$ cat src/tpr_pkg.sv
// constants and types of the touch pattern and recalibration block
//
// Contract
// specific mode: event when set of hit inputs equals the mask set
// count mode: event when number of hit inputs reaches mask popcount
// one compare-mode bit in pattern config selects matching method
// six-bit read-write pattern mask, bit n-1 is input n, resets 3F
// read-only six-bit out-of-range status per input, resets to zero
// any out-of-range bit sets the summary fault bit
// broadcast bit set: input 1 threshold write updates all six thresholds
// keep-intermediate bit clear: noise clears intermediate accumulation
// keep-negative-count bit clear: noise clears negative delta counter
// host should program both keep bits to the same value
// negative run limit code gives 8, 16, 32 or disabled
// recal code sets averaged samples 16 to 256, codes above 4 give 256
// recal code sets update period 16 to 4096 sensing cycles, reset 010
// configured samples are averaged before update; period set separately
// recal settings common to all inputs; recal config resets to 8A
// compare-mode bit 0 selects count, 1 selects specific pattern
// pattern threshold fraction 12.5, 25, 37.5 or 100 percent of threshold
// pattern event blocks touches and raises alert when alert enabled
// bits 7 and 6 of mask and status read zero, ignore writes
package tpr_pkg;
  // ==========================================================
  // sizes
  localparam int NUM_IN    = 6;
  localparam int THR_W     = 7;
  localparam int DELTA_W   = 8;
  localparam int SAMPLE_W  = 16;
  localparam int ACC_W     = 24;
  localparam int SCNT_W    = 9;
  localparam int NCNT_W    = 6;
  localparam int PCNT_W    = 13;
  // ==========================================================
  // register offsets
  localparam logic [7:0] ADDR_PCFG   = 8'h2B;
  localparam logic [7:0] ADDR_MASK   = 8'h2D;
  localparam logic [7:0] ADDR_OOR    = 8'h2E;
  localparam logic [7:0] ADDR_RECAL  = 8'h2F;
  localparam logic [7:0] ADDR_THR1   = 8'h30;
  localparam logic [7:0] ADDR_THR6   = 8'h35;
  // ==========================================================
  // reset values
  localparam logic [7:0] RST_PCFG    = 8'h00;
  localparam logic [5:0] RST_MASK    = 6'h3F;
  localparam logic [5:0] RST_OOR     = 6'h00;
  localparam logic [7:0] RST_RECAL   = 8'h8A;
  localparam logic [6:0] RST_THR     = 7'h40;
  // ==========================================================
  // field codes
  localparam logic [1:0] FRAC_12P5   = 2'h0;
  localparam logic [1:0] FRAC_25     = 2'h1;
  localparam logic [1:0] FRAC_37P5   = 2'h2;
  localparam logic [1:0] NEG_LIM_8   = 2'h0;
  localparam logic [1:0] NEG_LIM_16  = 2'h1;
  localparam logic [1:0] NEG_LIM_32  = 2'h2;
  localparam logic [5:0] NEG_CNT_8   = 6'h08;
  localparam logic [5:0] NEG_CNT_16  = 6'h10;
  localparam logic [5:0] NEG_CNT_32  = 6'h20;
  localparam logic [2:0] CAL_MAX_AVG = 3'h4;
  localparam logic [3:0] AVG_SH_BASE = 4'h4;
  localparam logic [3:0] AVG_SH_MAX  = 4'h8;
  localparam logic [3:0] PER_SH_5    = 4'hA;
  localparam logic [3:0] PER_SH_6    = 4'hB;
  localparam logic [3:0] PER_SH_7    = 4'hC;
  // ==========================================================
  // register layouts
  typedef struct packed {
    logic       detect_en;
    logic [2:0] rsv;
    logic [1:0] frac;
    logic       compare_mode_select;
    logic       alert_en;
  } tpr_pcfg_t;

  typedef struct packed {
    logic       threshold_broadcast;
    logic       keep_intermediate_on_noise;
    logic       keep_negative_count_on_noise;
    logic [1:0] negative_run_limit;
    logic [2:0] cal_cfg;
  } tpr_recal_t;

  // one register access from the serial bus engine
  typedef struct packed {
    logic       wr;
    logic       rd;
    logic [7:0] addr;
    logic [7:0] wdata;
  } tpr_reg_req_t;
endpackage

$ cat src/tpr_recal_ctrl.sv
// baseline recalibration averaging, update period and negative run counting
`timescale 1ns/100ps
`default_nettype none
module tpr_recal_ctrl (
  // clock and reset
  input  wire logic                                       mclk_i,
  input  wire logic                                       reset_n_i,
  // measurement stream
  input  wire logic                                       cycle_done_i,
  input  wire logic [tpr_pkg::NUM_IN-1:0]                 sample_valid_i,
  input  wire logic [tpr_pkg::NUM_IN-1:0][tpr_pkg::SAMPLE_W-1:0] sample_i,
  input  wire logic [tpr_pkg::NUM_IN-1:0]                 neg_delta_i,
  input  wire logic [tpr_pkg::NUM_IN-1:0]                 noise_i,
  // configuration
  input  var  tpr_pkg::tpr_recal_t                        cfg_i,
  // results
  output logic [tpr_pkg::NUM_IN-1:0]                      base_update_o,
  output logic [tpr_pkg::NUM_IN-1:0][tpr_pkg::SAMPLE_W-1:0] base_o,
  output logic [tpr_pkg::NUM_IN-1:0]                      recal_req_o
);
  // ==========================================================
  // decode, shared by all inputs
  logic [3:0]                  avg_sh;
  logic [3:0]                  per_sh;
  logic [tpr_pkg::SCNT_W-1:0]  nsamp;
  logic [tpr_pkg::PCNT_W-1:0]  period;
  logic [tpr_pkg::NCNT_W-1:0]  neg_lim;
  logic                        neg_off;
  always_comb
  begin
    if (cfg_i.cal_cfg > tpr_pkg::CAL_MAX_AVG)
      avg_sh = tpr_pkg::AVG_SH_MAX;
    else
      avg_sh = tpr_pkg::AVG_SH_BASE + {1'b0, cfg_i.cal_cfg};
    case (cfg_i.cal_cfg)
      3'h5:    per_sh = tpr_pkg::PER_SH_5;
      3'h6:    per_sh = tpr_pkg::PER_SH_6;
      3'h7:    per_sh = tpr_pkg::PER_SH_7;
      default: per_sh = tpr_pkg::AVG_SH_BASE + {1'b0, cfg_i.cal_cfg};
    endcase
    nsamp   = tpr_pkg::SCNT_W'(1) << avg_sh;
    period  = tpr_pkg::PCNT_W'(1) << per_sh;
    neg_off = 1'b0;
    case (cfg_i.negative_run_limit)
      tpr_pkg::NEG_LIM_8:  neg_lim = tpr_pkg::NEG_CNT_8;
      tpr_pkg::NEG_LIM_16: neg_lim = tpr_pkg::NEG_CNT_16;
      tpr_pkg::NEG_LIM_32: neg_lim = tpr_pkg::NEG_CNT_32;
      default:
      begin
        neg_lim = tpr_pkg::NEG_CNT_32;
        neg_off = 1'b1;
      end
    endcase
  end

  // ==========================================================
  // update period in sensing cycles
  logic [tpr_pkg::PCNT_W-1:0] pcnt_r;
  logic [tpr_pkg::PCNT_W-1:0] pcnt_nxt;
  logic                       per_end;
  always_comb
  begin
    pcnt_nxt = pcnt_r;
    per_end  = 1'b0;
    if (cycle_done_i)
    begin
      if (pcnt_r + tpr_pkg::PCNT_W'(1) >= period)
      begin
        pcnt_nxt = '0;
        per_end  = 1'b1;
      end
      else
        pcnt_nxt = pcnt_r + tpr_pkg::PCNT_W'(1);
    end
  end
  always_ff @(posedge mclk_i or negedge reset_n_i)
  begin
    if (!reset_n_i)
      pcnt_r <= '0;
    else
      pcnt_r <= pcnt_nxt;
  end

  // ==========================================================
  // per input averaging and negative run counter
  genvar gi;
  generate
    for (gi = 0; gi < tpr_pkg::NUM_IN; gi++)
    begin : g_in
      logic [tpr_pkg::ACC_W-1:0]    acc_r, acc_nxt, sum;
      logic [tpr_pkg::SCNT_W-1:0]   scnt_r, scnt_nxt;
      logic [tpr_pkg::SAMPLE_W-1:0] avg_r, avg_nxt;
      logic                         have_r, have_nxt;
      logic [tpr_pkg::NCNT_W-1:0]   ncnt_r, ncnt_nxt;
      logic                         req_nxt, upd_nxt;
      logic [tpr_pkg::SAMPLE_W-1:0] base_nxt;
      always_comb
      begin
        sum      = acc_r + {{(tpr_pkg::ACC_W-tpr_pkg::SAMPLE_W){1'b0}}, sample_i[gi]};
        acc_nxt  = acc_r;
        scnt_nxt = scnt_r;
        avg_nxt  = avg_r;
        have_nxt = have_r;
        if (noise_i[gi] && !cfg_i.keep_intermediate_on_noise)
        begin
          acc_nxt  = '0;
          scnt_nxt = '0;
        end
        else if (sample_valid_i[gi])
        begin
          if (scnt_r + tpr_pkg::SCNT_W'(1) >= nsamp)
          begin
            avg_nxt  = tpr_pkg::SAMPLE_W'(sum >> avg_sh);
            have_nxt = 1'b1;
            acc_nxt  = '0;
            scnt_nxt = '0;
          end
          else
          begin
            acc_nxt  = sum;
            scnt_nxt = scnt_r + tpr_pkg::SCNT_W'(1);
          end
        end
        upd_nxt  = per_end & have_r;
        base_nxt = upd_nxt ? avg_r : base_o[gi];
        ncnt_nxt = ncnt_r;
        req_nxt  = 1'b0;
        if (noise_i[gi] && !cfg_i.keep_negative_count_on_noise)
          ncnt_nxt = '0;
        else if (sample_valid_i[gi])
        begin
          if (!neg_delta_i[gi])
            ncnt_nxt = '0;
          else if (!neg_off && ncnt_r + tpr_pkg::NCNT_W'(1) >= neg_lim)
          begin
            ncnt_nxt = '0;
            req_nxt  = 1'b1;
          end
          else if (ncnt_r != {tpr_pkg::NCNT_W{1'b1}})
            ncnt_nxt = ncnt_r + tpr_pkg::NCNT_W'(1);
        end
      end
      always_ff @(posedge mclk_i or negedge reset_n_i)
      begin
        if (!reset_n_i)
        begin
          acc_r             <= '0;
          scnt_r            <= '0;
          avg_r             <= '0;
          have_r            <= 1'b0;
          ncnt_r            <= '0;
          recal_req_o[gi]   <= 1'b0;
          base_update_o[gi] <= 1'b0;
          base_o[gi]        <= '0;
        end
        else
        begin
          acc_r             <= acc_nxt;
          scnt_r            <= scnt_nxt;
          avg_r             <= avg_nxt;
          have_r            <= have_nxt;
          ncnt_r            <= ncnt_nxt;
          recal_req_o[gi]   <= req_nxt;
          base_update_o[gi] <= upd_nxt;
          base_o[gi]        <= base_nxt;
        end
      end
    end
  endgenerate
endmodule
`default_nettype wire

$ cat src/tpr_pattern_match.sv
// multiple touch pattern matcher
`timescale 1ns/100ps
`default_nettype none
module tpr_pattern_match (
  // clock and reset
  input  wire logic                                     mclk_i,
  input  wire logic                                     reset_n_i,
  // sensing cycle data
  input  wire logic                                     cycle_done_i,
  input  wire logic [tpr_pkg::NUM_IN-1:0][tpr_pkg::DELTA_W-1:0] delta_i,
  input  wire logic [tpr_pkg::NUM_IN-1:0]               noise_i,
  // configuration
  input  wire logic [tpr_pkg::NUM_IN-1:0][tpr_pkg::THR_W-1:0]   thr_i,
  input  wire logic [tpr_pkg::NUM_IN-1:0]               mask_i,
  input  var  tpr_pkg::tpr_pcfg_t                       pcfg_i,
  // results
  output logic                                          event_o,
  output logic                                          block_o,
  output logic                                          alert_o
);
  // ==========================================================
  // per input hit
  logic [tpr_pkg::NUM_IN-1:0] hit;
  genvar gi;
  generate
    for (gi = 0; gi < tpr_pkg::NUM_IN; gi++)
    begin : g_hit
      logic [tpr_pkg::THR_W-1:0] pthr;
      always_comb
      begin
        case (pcfg_i.frac)
          tpr_pkg::FRAC_12P5: pthr = thr_i[gi] >> 3;
          tpr_pkg::FRAC_25:   pthr = thr_i[gi] >> 2;
          tpr_pkg::FRAC_37P5: pthr = (thr_i[gi] >> 2) + (thr_i[gi] >> 3);
          default:            pthr = thr_i[gi];
        endcase
      end
      assign hit[gi] = (delta_i[gi] > {1'b0, pthr}) | noise_i[gi];
    end
  endgenerate

  // ==========================================================
  // compare
  logic [2:0] hit_cnt;
  logic [2:0] mask_cnt;
  logic       match;
  always_comb
  begin
    hit_cnt  = 3'h0;
    mask_cnt = 3'h0;
    for (int i = 0; i < tpr_pkg::NUM_IN; i++)
    begin
      hit_cnt  = hit_cnt + {2'h0, hit[i]};
      mask_cnt = mask_cnt + {2'h0, mask_i[i]};
    end
    if (pcfg_i.compare_mode_select)
      match = (hit == mask_i);
    else
      match = (hit_cnt >= mask_cnt);
  end

  // ==========================================================
  // event, block and alert
  logic event_nxt;
  logic block_nxt;
  logic alert_nxt;
  always_comb
  begin
    event_nxt = cycle_done_i & pcfg_i.detect_en & match;
    alert_nxt = event_nxt & pcfg_i.alert_en;
    block_nxt = block_o;
    if (cycle_done_i)
      block_nxt = pcfg_i.detect_en & match;
    else if (!pcfg_i.detect_en)
      block_nxt = 1'b0;
  end

  always_ff @(posedge mclk_i or negedge reset_n_i)
  begin
    if (!reset_n_i)
    begin
      event_o <= 1'b0;
      block_o <= 1'b0;
      alert_o <= 1'b0;
    end
    else
    begin
      event_o <= event_nxt;
      block_o <= block_nxt;
      alert_o <= alert_nxt;
    end
  end
endmodule
`default_nettype wire

$ cat src/tpr_top.sv
// touch pattern detection, baseline range status and recalibration control
`timescale 1ns/100ps
`default_nettype none
module tpr_top (
  // clock and reset
  input  wire logic                                       mclk_i,
  input  wire logic                                       reset_n_i,
  // register access from serial bus engine
  input  var  tpr_pkg::tpr_reg_req_t                      reg_req_i,
  output logic [7:0]                                      reg_rdata_o,
  // sensing front end
  input  wire logic                                       cycle_done_i,
  input  wire logic [tpr_pkg::NUM_IN-1:0][tpr_pkg::DELTA_W-1:0] delta_i,
  input  wire logic [tpr_pkg::NUM_IN-1:0]                 noise_i,
  input  wire logic [tpr_pkg::NUM_IN-1:0]                 sample_valid_i,
  input  wire logic [tpr_pkg::NUM_IN-1:0][tpr_pkg::SAMPLE_W-1:0] sample_i,
  input  wire logic [tpr_pkg::NUM_IN-1:0]                 neg_delta_i,
  input  wire logic [tpr_pkg::NUM_IN-1:0]                 range_fault_i,
  // pattern results
  output logic                                            pattern_match_event_o,
  output logic                                            touch_block_o,
  output logic                                            pattern_alert_o,
  // status and thresholds
  output logic                                            baseline_range_fault_summary_o,
  output logic [tpr_pkg::NUM_IN-1:0][tpr_pkg::THR_W-1:0]  thr_o,
  // recalibration
  output logic [tpr_pkg::NUM_IN-1:0]                      base_update_o,
  output logic [tpr_pkg::NUM_IN-1:0][tpr_pkg::SAMPLE_W-1:0] base_o,
  output logic [tpr_pkg::NUM_IN-1:0]                      recal_req_o
);
  // ==========================================================
  // registers
  tpr_pkg::tpr_pcfg_t          pcfg_r, pcfg_nxt;
  tpr_pkg::tpr_recal_t         recal_r, recal_nxt;
  logic [tpr_pkg::NUM_IN-1:0]  mask_r, mask_nxt;
  logic [tpr_pkg::NUM_IN-1:0]  oor_r, oor_nxt;
  logic [7:0]                  rdata_nxt;
  logic                        summary_nxt;
  logic [tpr_pkg::NUM_IN-1:0][tpr_pkg::THR_W-1:0] thr_nxt;

  // ==========================================================
  // write decode
  always_comb
  begin
    pcfg_nxt  = pcfg_r;
    recal_nxt = recal_r;
    mask_nxt  = mask_r;
    thr_nxt   = thr_o;
    if (reg_req_i.wr)
    begin
      case (reg_req_i.addr)
        tpr_pkg::ADDR_PCFG:
        begin
          pcfg_nxt     = tpr_pkg::tpr_pcfg_t'(reg_req_i.wdata);
          pcfg_nxt.rsv = 3'h0;
        end
        tpr_pkg::ADDR_MASK:  mask_nxt  = reg_req_i.wdata[tpr_pkg::NUM_IN-1:0];
        tpr_pkg::ADDR_RECAL: recal_nxt = tpr_pkg::tpr_recal_t'(reg_req_i.wdata);
        default:
        begin
          for (int i = 0; i < tpr_pkg::NUM_IN; i++)
          begin
            if (reg_req_i.addr == tpr_pkg::ADDR_THR1 + 8'(i))
              thr_nxt[i] = reg_req_i.wdata[tpr_pkg::THR_W-1:0];
            else if (reg_req_i.addr == tpr_pkg::ADDR_THR1 && recal_r.threshold_broadcast)
              thr_nxt[i] = reg_req_i.wdata[tpr_pkg::THR_W-1:0];
          end
        end
      endcase
    end
  end

  // ==========================================================
  // status capture and read mux
  always_comb
  begin
    oor_nxt     = range_fault_i;
    summary_nxt = |range_fault_i;
    rdata_nxt   = reg_rdata_o;
    if (reg_req_i.rd)
    begin
      rdata_nxt = 8'h00;
      case (reg_req_i.addr)
        tpr_pkg::ADDR_PCFG:  rdata_nxt = pcfg_r;
        tpr_pkg::ADDR_MASK:  rdata_nxt = {2'h0, mask_r};
        tpr_pkg::ADDR_OOR:   rdata_nxt = {2'h0, oor_r};
        tpr_pkg::ADDR_RECAL: rdata_nxt = recal_r;
        default:
        begin
          for (int i = 0; i < tpr_pkg::NUM_IN; i++)
          begin
            if (reg_req_i.addr == tpr_pkg::ADDR_THR1 + 8'(i))
              rdata_nxt = {1'b0, thr_o[i]};
          end
        end
      endcase
    end
  end

  always_ff @(posedge mclk_i or negedge reset_n_i)
  begin
    if (!reset_n_i)
    begin
      pcfg_r                         <= tpr_pkg::tpr_pcfg_t'(tpr_pkg::RST_PCFG);
      recal_r                        <= tpr_pkg::tpr_recal_t'(tpr_pkg::RST_RECAL);
      mask_r                         <= tpr_pkg::RST_MASK;
      oor_r                          <= tpr_pkg::RST_OOR;
      thr_o                          <= {tpr_pkg::NUM_IN{tpr_pkg::RST_THR}};
      reg_rdata_o                    <= 8'h00;
      baseline_range_fault_summary_o <= 1'b0;
    end
    else
    begin
      pcfg_r                         <= pcfg_nxt;
      recal_r                        <= recal_nxt;
      mask_r                         <= mask_nxt;
      oor_r                          <= oor_nxt;
      thr_o                          <= thr_nxt;
      reg_rdata_o                    <= rdata_nxt;
      baseline_range_fault_summary_o <= summary_nxt;
    end
  end

  // ==========================================================
  // pattern matcher
  tpr_pattern_match u_match (
    .mclk_i       (mclk_i),
    .reset_n_i    (reset_n_i),
    .cycle_done_i (cycle_done_i),
    .delta_i      (delta_i),
    .noise_i      (noise_i),
    .thr_i        (thr_o),
    .mask_i       (mask_r),
    .pcfg_i       (pcfg_r),
    .event_o      (pattern_match_event_o),
    .block_o      (touch_block_o),
    .alert_o      (pattern_alert_o)
  );

  // ==========================================================
  // recalibration control, settings shared by all inputs
  tpr_recal_ctrl u_recal (
    .mclk_i         (mclk_i),
    .reset_n_i      (reset_n_i),
    .cycle_done_i   (cycle_done_i),
    .sample_valid_i (sample_valid_i),
    .sample_i       (sample_i),
    .neg_delta_i    (neg_delta_i),
    .noise_i        (noise_i),
    .cfg_i          (recal_r),
    .base_update_o  (base_update_o),
    .base_o         (base_o),
    .recal_req_o    (recal_req_o)
  );
endmodule
`default_nettype wire

$ cat config.mk
export PLATFORM = sky130hd
export DESIGN_NAME = tpr_top
export DESIGN_NICKNAME = d
export VERILOG_FILES = /design/src/tpr_pkg.sv /design/src/tpr_recal_ctrl.sv /design/src/tpr_pattern_match.sv /design/src/tpr_top.sv
export SDC_FILE = /design/constraint.sdc
export NUM_CORES = 2
export LEC_CHECK = 0
export BUFFER_PORTS_ARGS = -buffer_cell sky130_fd_sc_hd__buf_4
export CAP_MARGIN = 20
export CORE_MARGIN = 8
export CORE_UTILIZATION = 45
export CTS_CLUSTER_DIAMETER = 40
export DETAILED_ROUTE_END_ITERATION = 16
export PLACE_DENSITY = 0.72
export SETUP_SLACK_MARGIN = 0.1
export SLEW_MARGIN = 20
export SYNTH_ARGS = -nofsm -noshare
export SYNTH_HDL_FRONTEND = slang
export SYNTH_HIERARCHICAL = 1
export SYNTH_SLANG_ARGS = --single-unit
$ cat constraint.sdc
create_clock -name mclk_i -period 14.3 [get_ports mclk_i]
set_clock_uncertainty 0.15 [all_clocks]
set_input_delay 2.145 -clock mclk_i [delete_from_list [all_inputs] [get_ports mclk_i]]
set_output_delay 2.145 -clock mclk_i [all_outputs]
set_load 0.1 [all_outputs]
==> flow_metrics.tcl <==
set metrics [dict create \
    run_status "finished clean" \
    p_total_w 0.00626 \
    drv_cap 0 \
    clk_pin_slew_ns 0.05 \
    cts_max_path_buffers 3 \
    holdBufCountCts 0 \
    postCtsSetupRepairBufs 0 \
    slew_headroom 0.253 \
    drive_gt1_frac 0.213 \
    dp_hpwl_um 78800 \
    cts-buffers-inserted 94 \
    min_path_type "flip-flop to flip-flop" \
    grt-ovfl-total 0 \
    vias 31000 \
    grt_pass1_vias 30300 \
    setup_viol 0 \
    fin_hold_ws_ns 0.316 \
    drt_wl_total_um 111000 \
    num_rows 103 \
    io_pins 351 \
    root_buffer "clkbuf_16" \
    antenna_found_initial 5 \
    final_cell_mix "518 x dfrtp_1, 383 x buf_4, 338 x nand2_1" \
    dieArea_um2 88900 \
    drtIter0Drc 2536 \
    postLayoutCellArea_um2 43200 \
    leakage_nw 20.5 \
    drc_errors 0 \
    worstPathMaxFanout 9 \
    cts_htree_levels 3 \
    grt_use_total 0.239 \
    area_growth_pct 20.4 \
    synth_area_um2 35800 \
    post_drt_wl_per_cell_um 21.3 \
    cp.arrival_ns 6.74 \
    required_ns 14.69 \
    die_x_um 298 \
    fp.dieH_um 298 \
    dp.cells 5007 \
    worstMarginPinSlew_ns 1.12 \
    setup.worst_path.end_class "flip-flop" \
    startpoint_type "flip-flop" \
    fin_nets 4538 \
    setup_tns_ns 0 \
    synth_warnings 6 \
    syn_avg_cell_area_um2 9.67 \
    final_common_cell "dfrtp_1" \
    vias_per_cell 5.98 \
    ff2ff_setup_slack_ns 7.95 \
    post_cts_resized 0 \
    cts_tree "yes" \
    drv_slew 0 \
    max_freq_ghz 0.157 \
    hold_viol 0 \
    path_class "flip-flop to flip-flop" \
    placed_cell_area_um2 39600 \
    drt.antenna.violating_nets 0 \
    start_util 0.454 \
    ir_drop_mv 0.108 \
    core-area_um2 78900 \
    p_per_area_nw_per_um2 145 \
    rsz0062_at_grt "false" \
    place.port_buffers 350 \
    grt_max_degree 164 \
    timing.final.crit_share 0.444 \
    place_congestion 0.934 \
    cts_sinks 536 \
    dr.pass1.iters 6 \
    clock_latency_ns 0.67 \
    min_period_ns 6.35 \
    stdcell_count 5186 \
    grt_pass1_wl_um 173000 \
    synth_cells 3706 \
]
## flip-flops by register name, indices dropped and copies added, names as in the netlist
name / count
u_recal/base_o: 96
u_recal/pcnt_r: 13
mask_r: 6
oor_r: 6
u_recal/base_update_o: 6
u_recal/recal_req_o: 6
u_recal/g_in.have_r: 6
u_recal/g_in.ncnt_r: 36
u_match/block_o: 1
baseline_range_fault_summary_o: 1
u_recal/g_in.acc_r: 144
thr_o: 42
reg_rdata_o: 8
u_recal/g_in.avg_r: 96
u_recal/g_in.scnt_r: 54
u_match/alert_o: 1
pcfg_r: 5
recal_r: 8
u_match/event_o: 1
## final cells by class
cell class | instances | area, um^2
Antenna cell | 3 | 7.51
Timing Repair Buffer | 386 | 2930
Clock buffer | 109 | 2530
Tap cell | 1050 | 1310
Sequential cell | 536 | 13400
Clock inverter | 67 | 1000
Fill cell | 7024 | 35700
Multi-Input combinational cell | 2912 | 21500
Inverter | 123 | 462
## path summary, 6_finish.rpt
check,startpoint,endpoint,depth (start not counted)
worst max-delay path,thr_o[24],u_match/block_o,21
worst min register to register,u_recal/g_in[3].have_r,u_recal/g_in[3].have_r,1
worst min-delay path,u_recal/g_in[3].have_r,u_recal/g_in[3].have_r,1
min in group asynchronous,reset_n_i,u_recal/g_in[3].ncnt_r[3],1
worst max register to register,thr_o[24],u_match/block_o,21
max in group asynchronous,reset_n_i,u_recal/g_in[2].acc_r[1],3
## metal layers
layer / share of wire / GRT usage / vias up
met1: 0.42 / 0.310 / 15200
met3: 0.075 / 0.0531 / 232
met2: 0.46 / 0.383 / 1162
li1: - / - / 14500
met5: 0.00012 / 0 / -
met4: 0.045 / 0.101 / 2
## per-stage QoR
stage | setup slack, ns | util
2_1_floorplan | 7.97 | -
3_3_place_gp | 7.62 | 0.502
3_5_place_dp | 7.53 | 0.502
4_1_cts | 8.01 | 0.547
5_1_grt | 7.58 | 0.547
6_report | 7.95 | 0.547
## power by group
group	switching [W]	internal, W
clock network	0.000869	0.00160
logic	0.00135	0.000603
registers	0.000141	0.00169
## critical path, cell delays in order (launching register included)
cell	delay, ns
dfrtp_1	0.51
ha_1	0.28
fa_1	0.41
a21oi_1	0.19
nor2_1	0.08
or3_1	0.30
a32oi_1	0.25
ha_1	0.16
nand4b_1	0.12
nor3_1	0.31
nor2_1	0.07
a211o_1	0.35
fa_1	0.49
fa_1	0.49
ha_1	0.22
fa_1	0.44
ha_1	0.30
a21oi_1	0.12
nor2b_1	0.06
o311ai_1	0.57
o22ai_1	0.16
a21o_2	0.21
Note: power is estimated with default switching activity, not from simulation.
